<file path="src/include/vbicfg_pkg.sv">
package vbicfg_pkg;
   // Register offsets on the serial register port.
   localparam logic [7:0] VBICFG_OFS_STATUS   = 8'hc0;
   localparam logic [7:0] VBICFG_OFS_ENABLE   = 8'hc1;
   localparam logic [7:0] VBICFG_OFS_IRQCFG   = 8'hc2;
   localparam logic [7:0] VBICFG_OFS_DATA     = 8'hc3;
   localparam logic [7:0] VBICFG_OFS_ADDR_LO  = 8'hc4;
   localparam logic [7:0] VBICFG_OFS_ADDR_HI  = 8'hc5;
   // Reset values.
   localparam logic [7:0] VBICFG_RST_IRQCFG   = 8'h04;
   localparam logic [7:0] VBICFG_RST_DATA     = 8'hdc;
   localparam logic [7:0] VBICFG_RST_ADDR_LO  = 8'h0f;
   localparam logic [7:0] VBICFG_RST_ADDR_HI  = 8'h00;
   localparam logic [7:0] VBICFG_RST_STATUS   = 8'h00;
   localparam logic [7:0] VBICFG_RST_ENABLE   = 8'h00;
   // Field positions in the configuration register.
   localparam int VBICFG_BIT_POL    = 0;
   localparam int VBICFG_BIT_IRQ    = 1;
   localparam int VBICFG_BIT_PIXOE  = 2;
   // Status and enable bits that exist in hardware (others reserved).
   localparam logic [7:0] VBICFG_IRQ_IMPL = 8'h47;
   // Configuration RAM geometry.
   localparam int VBICFG_RAM_BYTES  = 512;
   localparam int VBICFG_SLOTS      = 32;
   localparam int VBICFG_SLOT_BYTES = 16;
   localparam int VBICFG_STD_SLOTS  = 12;
   localparam int VBICFG_AW         = 9;
   localparam logic [8:0] VBICFG_ADDR_LAST = 9'h1ff;
   localparam logic [8:0] VBICFG_CUSTOM_BASE = 9'h1b0;
   localparam logic [8:0] VBICFG_CUSTOM_END  = 9'h1df;

   // One register port access, single cycle.
   typedef struct packed {
      logic       wr;
      logic       rd;
      logic [7:0] addr;
      logic [7:0] wdata;
   } vbicfg_req_s;
endpackage

</file>
<file path="src/core/vbicfg_top.sv">
// How it works
// Output enable bit gates pixel pins drive.
// Read-only bit mirrors interrupt pin active.
// Host keeps both polarity bits equal.
// Polarity bit: zero low, one high.
// Active-low: drive low or release pin.
// Active-high: always drive, high when active.
// RAM is 512 bytes, 32 slots of 16.
// First twelve slots hold standard services.
// Two more slots hold custom slicing modes; the custom range 1B0h-1DFh in the code spans three.
// Data port moves one byte at counter.
// Counter advances after each data access.
// Low and high registers load 9-bit counter.
// Host sets line modes to FFh first.
// Host clears full field mode first.
// Host loads suggested constants, custom slots free.
// Interrupt active when enabled status bit set.
// Writing one clears a status bit.
// Counter wraps from 511 to 0.
`timescale 1ns/10ps
`default_nettype none
module vbicfg_top
   import vbicfg_pkg::*;
(
   input  wire logic                  clk_i,
   input  wire logic                  resetn_i,
   input  wire vbicfg_pkg::vbicfg_req_s req_i,
   input  wire logic [7:0]            irq_event_i,
   input  wire logic                  pixel_cond_i,
   output logic [7:0]                 rdata_o,
   output logic                       pixel_output_pins_oe_o,
   output logic                       irq_o,
   output logic                       irq_oe_o,
   output logic                       irq_active_o
);
   import vbicfg_pkg::*;

   logic [7:0]           ram [VBICFG_RAM_BYTES];
   logic [VBICFG_AW-1:0] ptr;
   logic [VBICFG_AW-1:0] next_ptr;
   logic [7:0]           status;
   logic [7:0]           next_status;
   logic [7:0]           enable;
   logic [7:0]           next_enable;
   logic                 pixoe;
   logic                 next_pixoe;
   logic                 pol;
   logic                 next_pol;
   logic [7:0]           next_rdata;
   logic                 active;
   logic                 data_hit;
   logic                 ram_we;
   logic [7:0]           ram_at_ptr;
   logic                 next_pix_oe;
   logic                 next_irq;
   logic                 next_irq_oe;
   logic                 next_irq_active;

   // Byte under the counter, named so the checks below can look back at it.
   assign ram_at_ptr = ram[ptr];
   assign data_hit = (req_i.wr | req_i.rd) && (req_i.addr == VBICFG_OFS_DATA);
   assign ram_we   = req_i.wr && (req_i.addr == VBICFG_OFS_DATA);
   // Pending and enabled sources raise the interrupt.
   assign active   = |(status & enable);

   // Next register state; a load of the counter wins over an increment.
   always_comb begin
      next_ptr    = ptr;
      next_pixoe  = pixoe;
      next_pol    = pol;
      next_enable = enable;
      // New events win over a same-cycle write-one clear.
      next_status = status;
      if (req_i.wr && req_i.addr == VBICFG_OFS_STATUS) begin
         next_status = status & ~req_i.wdata;
      end
      next_status = (next_status | irq_event_i) & VBICFG_IRQ_IMPL;
      if (data_hit) begin
         // Wrap is explicit: the last address is followed by zero.
         next_ptr = (ptr == VBICFG_ADDR_LAST) ? '0 : ptr + 9'h001;
      end
      if (req_i.wr) begin
         unique case (req_i.addr)
            VBICFG_OFS_ENABLE:  next_enable = req_i.wdata & VBICFG_IRQ_IMPL;
            VBICFG_OFS_IRQCFG: begin
               next_pixoe = req_i.wdata[VBICFG_BIT_PIXOE];
               next_pol   = req_i.wdata[VBICFG_BIT_POL];
            end
            VBICFG_OFS_ADDR_LO: next_ptr = {ptr[8], req_i.wdata};
            VBICFG_OFS_ADDR_HI: next_ptr = {req_i.wdata[0], ptr[7:0]};
            default: ;
         endcase
      end
   end

   always_ff @(posedge clk_i or negedge resetn_i) begin
      if (!resetn_i) begin
         ptr    <= {VBICFG_RST_ADDR_HI[0], VBICFG_RST_ADDR_LO};
         status <= VBICFG_RST_STATUS;
         enable <= VBICFG_RST_ENABLE;
         pixoe  <= VBICFG_RST_IRQCFG[VBICFG_BIT_PIXOE];
         pol    <= VBICFG_RST_IRQCFG[VBICFG_BIT_POL];
      end else begin
         ptr    <= next_ptr;
         status <= next_status;
         enable <= next_enable;
         pixoe  <= next_pixoe;
         pol    <= next_pol;
      end
   end

   // The RAM has no reset; software loads every slot it uses.
   always_ff @(posedge clk_i) begin
      if (ram_we) begin
         ram[ptr] <= req_i.wdata;
      end
   end

   // Read data, registered so the output comes from a flip-flop.
   always_comb begin
      next_rdata = 8'h00;
      if (req_i.rd) begin
         unique case (req_i.addr)
            VBICFG_OFS_STATUS:  next_rdata = status;
            VBICFG_OFS_ENABLE:  next_rdata = enable;
            VBICFG_OFS_IRQCFG:  next_rdata = {5'h00, pixoe, active, pol};
            VBICFG_OFS_DATA:    next_rdata = ram[ptr];
            VBICFG_OFS_ADDR_LO: next_rdata = ptr[7:0];
            VBICFG_OFS_ADDR_HI: next_rdata = {7'h00, ptr[8]};
            default:            next_rdata = 8'h00;
         endcase
      end
   end

   // Next pin values: open drain when active low, push-pull when active high.
   // Registering the pins costs one cycle of interrupt latency but keeps
   // decode glitches off the shared open-drain line.
   always_comb begin
      next_pix_oe     = pixoe & pixel_cond_i;
      next_irq_active = active;
      next_irq        = pol & active;
      next_irq_oe     = pol | active;
   end

   // Output registers only; every decision is made above.
   always_ff @(posedge clk_i or negedge resetn_i) begin
      if (!resetn_i) begin
         rdata_o                <= 8'h00;
         pixel_output_pins_oe_o <= 1'b0;
         irq_o                  <= 1'b0;
         irq_oe_o               <= 1'b0;
         irq_active_o           <= 1'b0;
      end else begin
         rdata_o                <= next_rdata;
         pixel_output_pins_oe_o <= next_pix_oe;
         irq_active_o           <= next_irq_active;
         irq_o                  <= next_irq;
         irq_oe_o               <= next_irq_oe;
      end
   end

   // Checks on the registered pin and counter behaviour.
   // The pixel enable follows the bit and the outside condition a cycle late.
   AST_PIX_OE: assert property (@(posedge clk_i) disable iff (!resetn_i)
      1'b1 |=> pixel_output_pins_oe_o == $past(pixoe & pixel_cond_i))
      else $error("pixel output enable wrong");

   // The read-only state bit tells the same story as the pin.
   AST_IRQ_BIT: assert property (@(posedge clk_i) disable iff (!resetn_i)
      req_i.rd && req_i.addr == VBICFG_OFS_IRQCFG |=> rdata_o[VBICFG_BIT_IRQ] == irq_active_o)
      else $error("interrupt state bit wrong");

   // Active low and asserted: the pin is pulled down.
   AST_OD_LOW: assert property (@(posedge clk_i) disable iff (!resetn_i)
      !pol && active ##1 !pol |-> irq_oe_o && !irq_o)
      else $error("active low not driven low");

   // Active low and idle: the pin is left to the pull-up.
   AST_OD_REL: assert property (@(posedge clk_i) disable iff (!resetn_i)
      !pol && !active ##1 !pol |-> !irq_oe_o)
      else $error("active low not released");

   // Active high: the pin is always driven and follows the request.
   AST_PP: assert property (@(posedge clk_i) disable iff (!resetn_i)
      pol |=> irq_oe_o && irq_o == $past(active))
      else $error("active high drive wrong");

   // Every data port access moves the counter on by one.
   AST_INC: assert property (@(posedge clk_i) disable iff (!resetn_i)
      data_hit |=> ptr == (($past(ptr) == VBICFG_ADDR_LAST) ? 9'h000 : $past(ptr) + 9'h001))
      else $error("counter did not advance");

   // A low address write loads the low eight counter bits.
   AST_LOAD: assert property (@(posedge clk_i) disable iff (!resetn_i)
      req_i.wr && req_i.addr == VBICFG_OFS_ADDR_LO |=> ptr[7:0] == $past(req_i.wdata))
      else $error("counter low load failed");

   // Writing one with no competing event clears the status bit.
   AST_CLR: assert property (@(posedge clk_i) disable iff (!resetn_i)
      req_i.wr && req_i.addr == VBICFG_OFS_STATUS && req_i.wdata[0] && !irq_event_i[0]
      |=> !status[0])
      else $error("status bit not cleared");

   // The interrupt is the OR of enabled pending sources.
   AST_IRQ: assert property (@(posedge clk_i) disable iff (!resetn_i)
      irq_active_o == $past(|(status & enable)))
      else $error("interrupt not tied to status");

   // With no read the data output rests at zero.
   AST_RD_IDLE: assert property (@(posedge clk_i) disable iff (!resetn_i)
      !req_i.rd |=> rdata_o == 8'h00)
      else $error("read data not idle");

   // A data port read returns the byte under the counter.
   AST_RD_RAM: assert property (@(posedge clk_i) disable iff (!resetn_i)
      req_i.rd && req_i.addr == VBICFG_OFS_DATA |=> rdata_o == $past(ram_at_ptr))
      else $error("data port read wrong");

   // A high address write loads bit 8 and keeps the rest.
   AST_LOAD_HI: assert property (@(posedge clk_i) disable iff (!resetn_i)
      req_i.wr && req_i.addr == VBICFG_OFS_ADDR_HI
      |=> ptr[8] == $past(req_i.wdata[0]) && ptr[7:0] == $past(ptr[7:0]))
      else $error("counter high load failed");

   // A low address write keeps bit 8.
   AST_LOAD_KEEP: assert property (@(posedge clk_i) disable iff (!resetn_i)
      req_i.wr && req_i.addr == VBICFG_OFS_ADDR_LO |=> ptr[8] == $past(ptr[8]))
      else $error("counter bit 8 lost");

   // Without an access or a load the counter holds still.
   AST_HOLD: assert property (@(posedge clk_i) disable iff (!resetn_i)
      !data_hit && !(req_i.wr && (req_i.addr == VBICFG_OFS_ADDR_LO
      || req_i.addr == VBICFG_OFS_ADDR_HI)) |=> $stable(ptr))
      else $error("counter moved on its own");

   // The last location is followed by the first.
   AST_WRAP: assert property (@(posedge clk_i) disable iff (!resetn_i)
      data_hit && ptr == VBICFG_ADDR_LAST |=> ptr == 9'h000)
      else $error("counter did not wrap");

   // An event in the same cycle as a clear still leaves the bit set.
   AST_SET_WINS: assert property (@(posedge clk_i) disable iff (!resetn_i)
      irq_event_i[0] |=> status[0])
      else $error("status event lost");

   // Reserved status bits never become set.
   AST_RSV_STATUS: assert property (@(posedge clk_i) disable iff (!resetn_i)
      (status & ~VBICFG_IRQ_IMPL) == 8'h00)
      else $error("reserved status bit set");

   // Reserved enable bits never become set.
   AST_RSV_ENABLE: assert property (@(posedge clk_i) disable iff (!resetn_i)
      (enable & ~VBICFG_IRQ_IMPL) == 8'h00)
      else $error("reserved enable bit set");

   // A cleared enable bit floats the pixel pins.
   AST_PIX_OFF: assert property (@(posedge clk_i) disable iff (!resetn_i)
      !pixoe |=> !pixel_output_pins_oe_o)
      else $error("pixel pins not floated");

   // Enable bit and outside condition together drive the pixel pins.
   AST_PIX_ON: assert property (@(posedge clk_i) disable iff (!resetn_i)
      pixoe && pixel_cond_i |=> pixel_output_pins_oe_o)
      else $error("pixel pins not driven");

   // A configuration write loads the polarity bit.
   AST_POL_LOAD: assert property (@(posedge clk_i) disable iff (!resetn_i)
      req_i.wr && req_i.addr == VBICFG_OFS_IRQCFG |=> pol == $past(req_i.wdata[VBICFG_BIT_POL]))
      else $error("polarity not loaded");

   // A configuration write loads the pixel enable bit.
   AST_PIXOE_LOAD: assert property (@(posedge clk_i) disable iff (!resetn_i)
      req_i.wr && req_i.addr == VBICFG_OFS_IRQCFG
      |=> pixoe == $past(req_i.wdata[VBICFG_BIT_PIXOE]))
      else $error("pixel enable not loaded");

   // Active low never drives the pin high.
   AST_OD_NO_HIGH: assert property (@(posedge clk_i) disable iff (!resetn_i)
      !pol |=> !irq_o)
      else $error("active low drove high");

   // Active high and idle: the pin is driven low.
   AST_PP_LOW: assert property (@(posedge clk_i) disable iff (!resetn_i)
      pol && !active |=> irq_oe_o && !irq_o)
      else $error("active high idle not low");

   // A status read returns the pending bits.
   AST_RD_STATUS: assert property (@(posedge clk_i) disable iff (!resetn_i)
      req_i.rd && req_i.addr == VBICFG_OFS_STATUS |=> rdata_o == $past(status))
      else $error("status read wrong");

   // A configuration read shows both bits and zero reserved bits.
   AST_RD_CFG: assert property (@(posedge clk_i) disable iff (!resetn_i)
      req_i.rd && req_i.addr == VBICFG_OFS_IRQCFG |=> rdata_o[7:3] == 5'h00
      && rdata_o[VBICFG_BIT_PIXOE] == $past(pixoe) && rdata_o[VBICFG_BIT_POL] == $past(pol))
      else $error("configuration read wrong");

   // The high address register reads only bit 8.
   AST_RD_HI: assert property (@(posedge clk_i) disable iff (!resetn_i)
      req_i.rd && req_i.addr == VBICFG_OFS_ADDR_HI |=> rdata_o[7:1] == 7'h00)
      else $error("high address read wrong");

   // Main scenarios: wrap, custom slot write and both pin styles.
   COV_WRAP: cover property (@(posedge clk_i) disable iff (!resetn_i)
      data_hit && ptr == VBICFG_ADDR_LAST);
   COV_CUSTOM: cover property (@(posedge clk_i) disable iff (!resetn_i)
      ram_we && ptr == VBICFG_CUSTOM_BASE);
   COV_PP: cover property (@(posedge clk_i) disable iff (!resetn_i) pol && active);
   COV_OD: cover property (@(posedge clk_i) disable iff (!resetn_i) !pol && active);
endmodule
`default_nettype wire

</file>
<file path="config.mk">
export PLATFORM = sky130hd
export DESIGN_NAME = vbicfg_top
export DESIGN_NICKNAME = d
export VERILOG_FILES = /design/src/include/vbicfg_pkg.sv /design/src/core/vbicfg_top.sv
export SDC_FILE = /design/constraint.sdc
export NUM_CORES = 2
export LEC_CHECK = 0
export BUFFER_PORTS_ARGS = -buffer_cell sky130_fd_sc_hd__buf_2
export CELL_PAD_IN_SITES_DETAIL_PLACEMENT = 1
export CELL_PAD_IN_SITES_GLOBAL_PLACEMENT = 1
export CORE_ASPECT_RATIO = 0.5
export CORE_MARGIN = 2
export CORE_UTILIZATION = 40
export DETAILED_ROUTE_END_ITERATION = 10
export PLACE_DENSITY = 0.58
export SETUP_SLACK_MARGIN = 0.02
export SYNTH_ARGS = -nofsm -noshare
export SYNTH_HDL_FRONTEND = slang
export SYNTH_SLANG_ARGS = --single-unit
</file>
<file path="constraint.sdc">
create_clock -name clk_i -period 3.6 [get_ports clk_i]
set_clock_uncertainty 0.15 [all_clocks]
set_input_delay 0.54 -clock clk_i [delete_from_list [all_inputs] [get_ports clk_i]]
set_output_delay 0.54 -clock clk_i [all_outputs]
set_load 0.1 [all_outputs]
</file>
==> impl_metrics.yaml <==
setup_path:
  r2r.worst_path.cells: 12
  crit_required_ns: 4.29
  crit_path_depth: 12
  crit_family: "simple AND/OR/NAND/NOR gates"
  crit_path_start_kind: "flop"
  critical-path-max-stage-delay_ns: 0.65
  critical_path_arrival_ns: 4.87
  top_fanout_value_on_the_critical_path: 6
  crit_type: "reg2reg"
  cp-end-kind: "flop"
  slowest_stage: "sky130_fd_sc_hd__dfstp_4"
  worst-path-buf-inv: 5
  path_cells: "buf_12 > buf_16 > buf_16 > buf_4 > mux4_2 > a32oi_2 > o211ai_1 > or4_4 > nor4_4 > buf_4 > and4_1 > o22ai_1"
min_path:
  min-delay-path-class: "in2reg"
  holdPathStages: 5
final_layout:
  layout_commonest_cell: "sky130_fd_sc_hd__edfxtp_1"
  fillerInstances: 36359
  syn_to_final_growth_pct: 22.1
  stdcell_area_um2: 196000
  layout.cells.most_common_list: "4096 x sky130_fd_sc_hd__edfxtp_1, 1523 x sky130_fd_sc_hd__buf_4, 794 x sky130_fd_sc_hd__mux4_2"
  design.final.nets: 9613
  final_layout_size_suffix_gt1_share_pct: 34.7
  multiInputGateArea_um2: 35600
  ff_latch_area_um2: 124000
global_route:
  grt_first_pass_wirelength_um: 756000
  first_global_vias: 91009
  grt_max_degree: 145
  globalRouteOverflowTotal: 0
  gr-usage-all-layers_pct: 26.6
  number_of_antenna_violations_at_the_first_check_in_global_routing: 42
synthesis:
  synth-main-ff-cell: "sky130_fd_sc_hd__edfxtp_1"
  synth_sequential_area_ratio_pct: 77.1
  netlist_area_pre_place_um2: 161000
  synthCells: 7812
  synth-warning-count: 0
  synth_async_sr_flop_share_pct: 0.751
  synth_edf_count: 4096
  netlist-cell-type-count: 75
  mappedNetlistNets: 7846
  syn-mean-instance-area_um2: 20.5
  synth-seq-cells: 4127
place:
  place_hpwl_um: 369000
  numPortBuffers: 36
  finalWeightedCongestion: 0.967
  post_dp_cell_area_um2: 181000
power_and_ir_drop:
  clock_power_share_pct: 38.9
  power.internal_mw: 80.0
  max_vdd_drop_mv: 0.399
  power.density_cell_area_nw_per_um2: 536
  proportion_of_power_drawn_by_combinational_gates_pct: 10.8
  power_frac_seq_pct: 50.3
  switching_share_pct: 23.9
  total_switching_power_mw: 25.1
  cellLeakagePower_nw: 66.7
route:
  route.vias.total: 90506
  vias_per_cell: 5.95
  drtAntennaViolNets: 0
  finalWirelength_um: 552000
  route.detailed.drc: 0
  routedWlPerCell_um: 36.3
  drtPass1Iterations: 5
  detailedRoute.firstIterationViolations: 12561
cts:
  tritoncts_num_sinks: 4127
  worstSkewPairLatency_ns: 1.00
  cts.root.buffer_cell: "sky130_fd_sc_hd__clkbuf_16"
  htree_num_levels: 5
  cts-buffers-inserted: 378
  clock_path_buffers: 4
  tritoncts: "built"
  clock_pin_slew_on_the_worst_setup_and_hold_paths_ns: 0.07
outcome:
  violations: "setup timing"
  run_status: "complete, but fails checks"
flow_run:
  max_cap_violations: 0
sta:
  fin_crit_sh_pct: 116
  holdWs_ns: 0.0334
  slew_headroom_pct: 5.52
  grt_setup_unrepaired: "true"
  post-route-min-period_ns: 4.18
  hold_viol: 0
  fmaxAchievable_mhz: 239
  max_slew_violation_count: 0
  final_critical_path_setup_slack_ns: -0.582
  setup_viol: 8
  timing_worst_slew_pin_value_ns: 1.41
floorplanning:
  core_box_area_um2: 399000
  placement_rows: 164
  die_height_um: 452
  dieArea_um2: 407000
  io_pins: 41
  initial_utilization_pct: 40.2
  floorplan.die.width_um: 900
[cell type report]
cell class	count	share of cell area [%]
repair buffers	1870	9.04
diodes	3	0.00383
clock buffers	462	5.08
clock inverters	225	1.11
inverters	6	0.0179
flip-flops and latches	4127	63.2
multi-input cells	3196	18.2
well taps	5312	3.39
[worst register-to-register path, cell delays in order (launching register included)]
cell                       delay (ns)
sky130_fd_sc_hd__dfstp_4         0.65
sky130_fd_sc_hd__buf_12          0.17
sky130_fd_sc_hd__buf_16          0.18
sky130_fd_sc_hd__buf_16          0.17
sky130_fd_sc_hd__buf_4           0.13
sky130_fd_sc_hd__mux4_2          0.57
sky130_fd_sc_hd__a32oi_2         0.29
sky130_fd_sc_hd__o211ai_1        0.25
sky130_fd_sc_hd__or4_4           0.51
sky130_fd_sc_hd__nor4_4          0.47
sky130_fd_sc_hd__buf_4           0.22
sky130_fd_sc_hd__and4_1          0.19
sky130_fd_sc_hd__o22ai_1         0.08
[state kept, by name, indices dropped and copies added, names as in the netlist]
signal                  flops
pixoe                       1
ram                      4096
status                      4
enable                      4
irq_active_o                1
irq_o                       1
pixel_output_pins_oe_o      1
ptr                         9
pol                         1
irq_oe_o                    1
rdata_o                     8
[path summary, 6_finish.rpt]
kind                                      from                          endpoint  slack, ns
max                         ptr[0]$_DFFE_PN1P_              rdata_o[0]$_DFF_PN0_      -0.58
min                                   req_i[8]               status[6]$_DFF_PN0_       0.03
max reg2reg                 ptr[0]$_DFFE_PN1P_              rdata_o[0]$_DFF_PN0_      -0.58
min reg2reg                status[2]$_DFF_PN0_               status[2]$_DFF_PN0_       0.38
max in group asynchronous             resetn_i                ptr[4]$_DFFE_PN0P_       2.55
min in group asynchronous             resetn_i  pixel_output_pins_oe_o$_DFF_PN0_       0.04
[kinds of logic (layout without fill, tap and decap cells)]
| logic type | count (synthesis) | after routing | share of synthesized area [%] |
|---|---|---|---|
| DFF | 4127 | 4127 | 77.1 |
| muxes | 1343 | 1343 | 14.9 |
| and+or+nand+nor | 1071 | 1071 | 2.85 |
| AOI/OAI and AO/OA | 777 | 777 | 3.45 |
| buffers and inverters | 489 | 2563 | 1.61 |
| adders and majority gates | 5 | 5 | 0.0390 |
| other | 0 | 3 | 0 |
[cell usage after synthesis, types with 67 or more instances]
| cell | count | area, um^2 |
|---|---|---|
| sky130_fd_sc_hd__mux2i_1 | 484 | 4840 |
| sky130_fd_sc_hd__mux4_2 | 779 | 17500 |
| sky130_fd_sc_hd__a22oi_1 | 190 | 1430 |
| sky130_fd_sc_hd__nor2_1 | 575 | 2160 |
| sky130_fd_sc_hd__clkbuf_1 | 193 | 724 |
| sky130_fd_sc_hd__edfxtp_1 | 4096 | 123000 |
| sky130_fd_sc_hd__nand2_1 | 241 | 905 |
| sky130_fd_sc_hd__o21ai_0 | 109 | 546 |
| sky130_fd_sc_hd__nand3_1 | 76 | 380 |
| sky130_fd_sc_hd__a221oi_1 | 103 | 902 |
| sky130_fd_sc_hd__buf_2 | 168 | 841 |
| sky130_fd_sc_hd__a21oi_1 | 94 | 470 |
| sky130_fd_sc_hd__buf_4 | 67 | 503 |
[metal layers]
layer,global-route usage (%),part of all wire [%],vias up
li1,-,-,36067
met1,38.7,42,49218
met2,41.0,45,4453
met3,5.71,9.6,762
met4,7.08,3.1,6
met5,0,0.0063,-
[power groups by stage]
| stage | sequential, mW | clock [mW] | combinational [mW] |
|---|---|---|---|
| global route | 52.8 | 43.1 | 11.7 |
| finish | 52.8 | 40.9 | 11.4 |
| detailed placement | 53.9 | 0 | 10.3 |
| CTS | 52.8 | 41.4 | 10.8 |
| floorplan | 53.9 | 0 | 4.62 |
| global placement | 53.9 | 0 | 10.2 |
[through the flow]
step	std cells	setup TNS (ns)	setup slack [ns]	power [mW]	util, %
2_1_floorplan	7812	0	0.326	58.5	-
3_3_place_gp	14348	-14.43	-1.33	64.1	45.2
3_5_place_dp	14349	-23.53	-1.34	64.1	45.2
4_1_cts	15110	-2.83	-0.402	105	48.7
5_1_grt	15199	-3.21	-0.499	108	49.1
6_report	15201	-3.37	-0.582	105	49.1
[what timing repair did]
item	4_1_cts	5_1_grt
hold buffers	16	0
resized for setup	178	159
endpoints found under the hold margin	255	0
cloned	8	8
buffers inserted	52	85
endpoints found under the setup margin	296	167
pin swaps	37	52
Power figures use the tool's default switching activity.
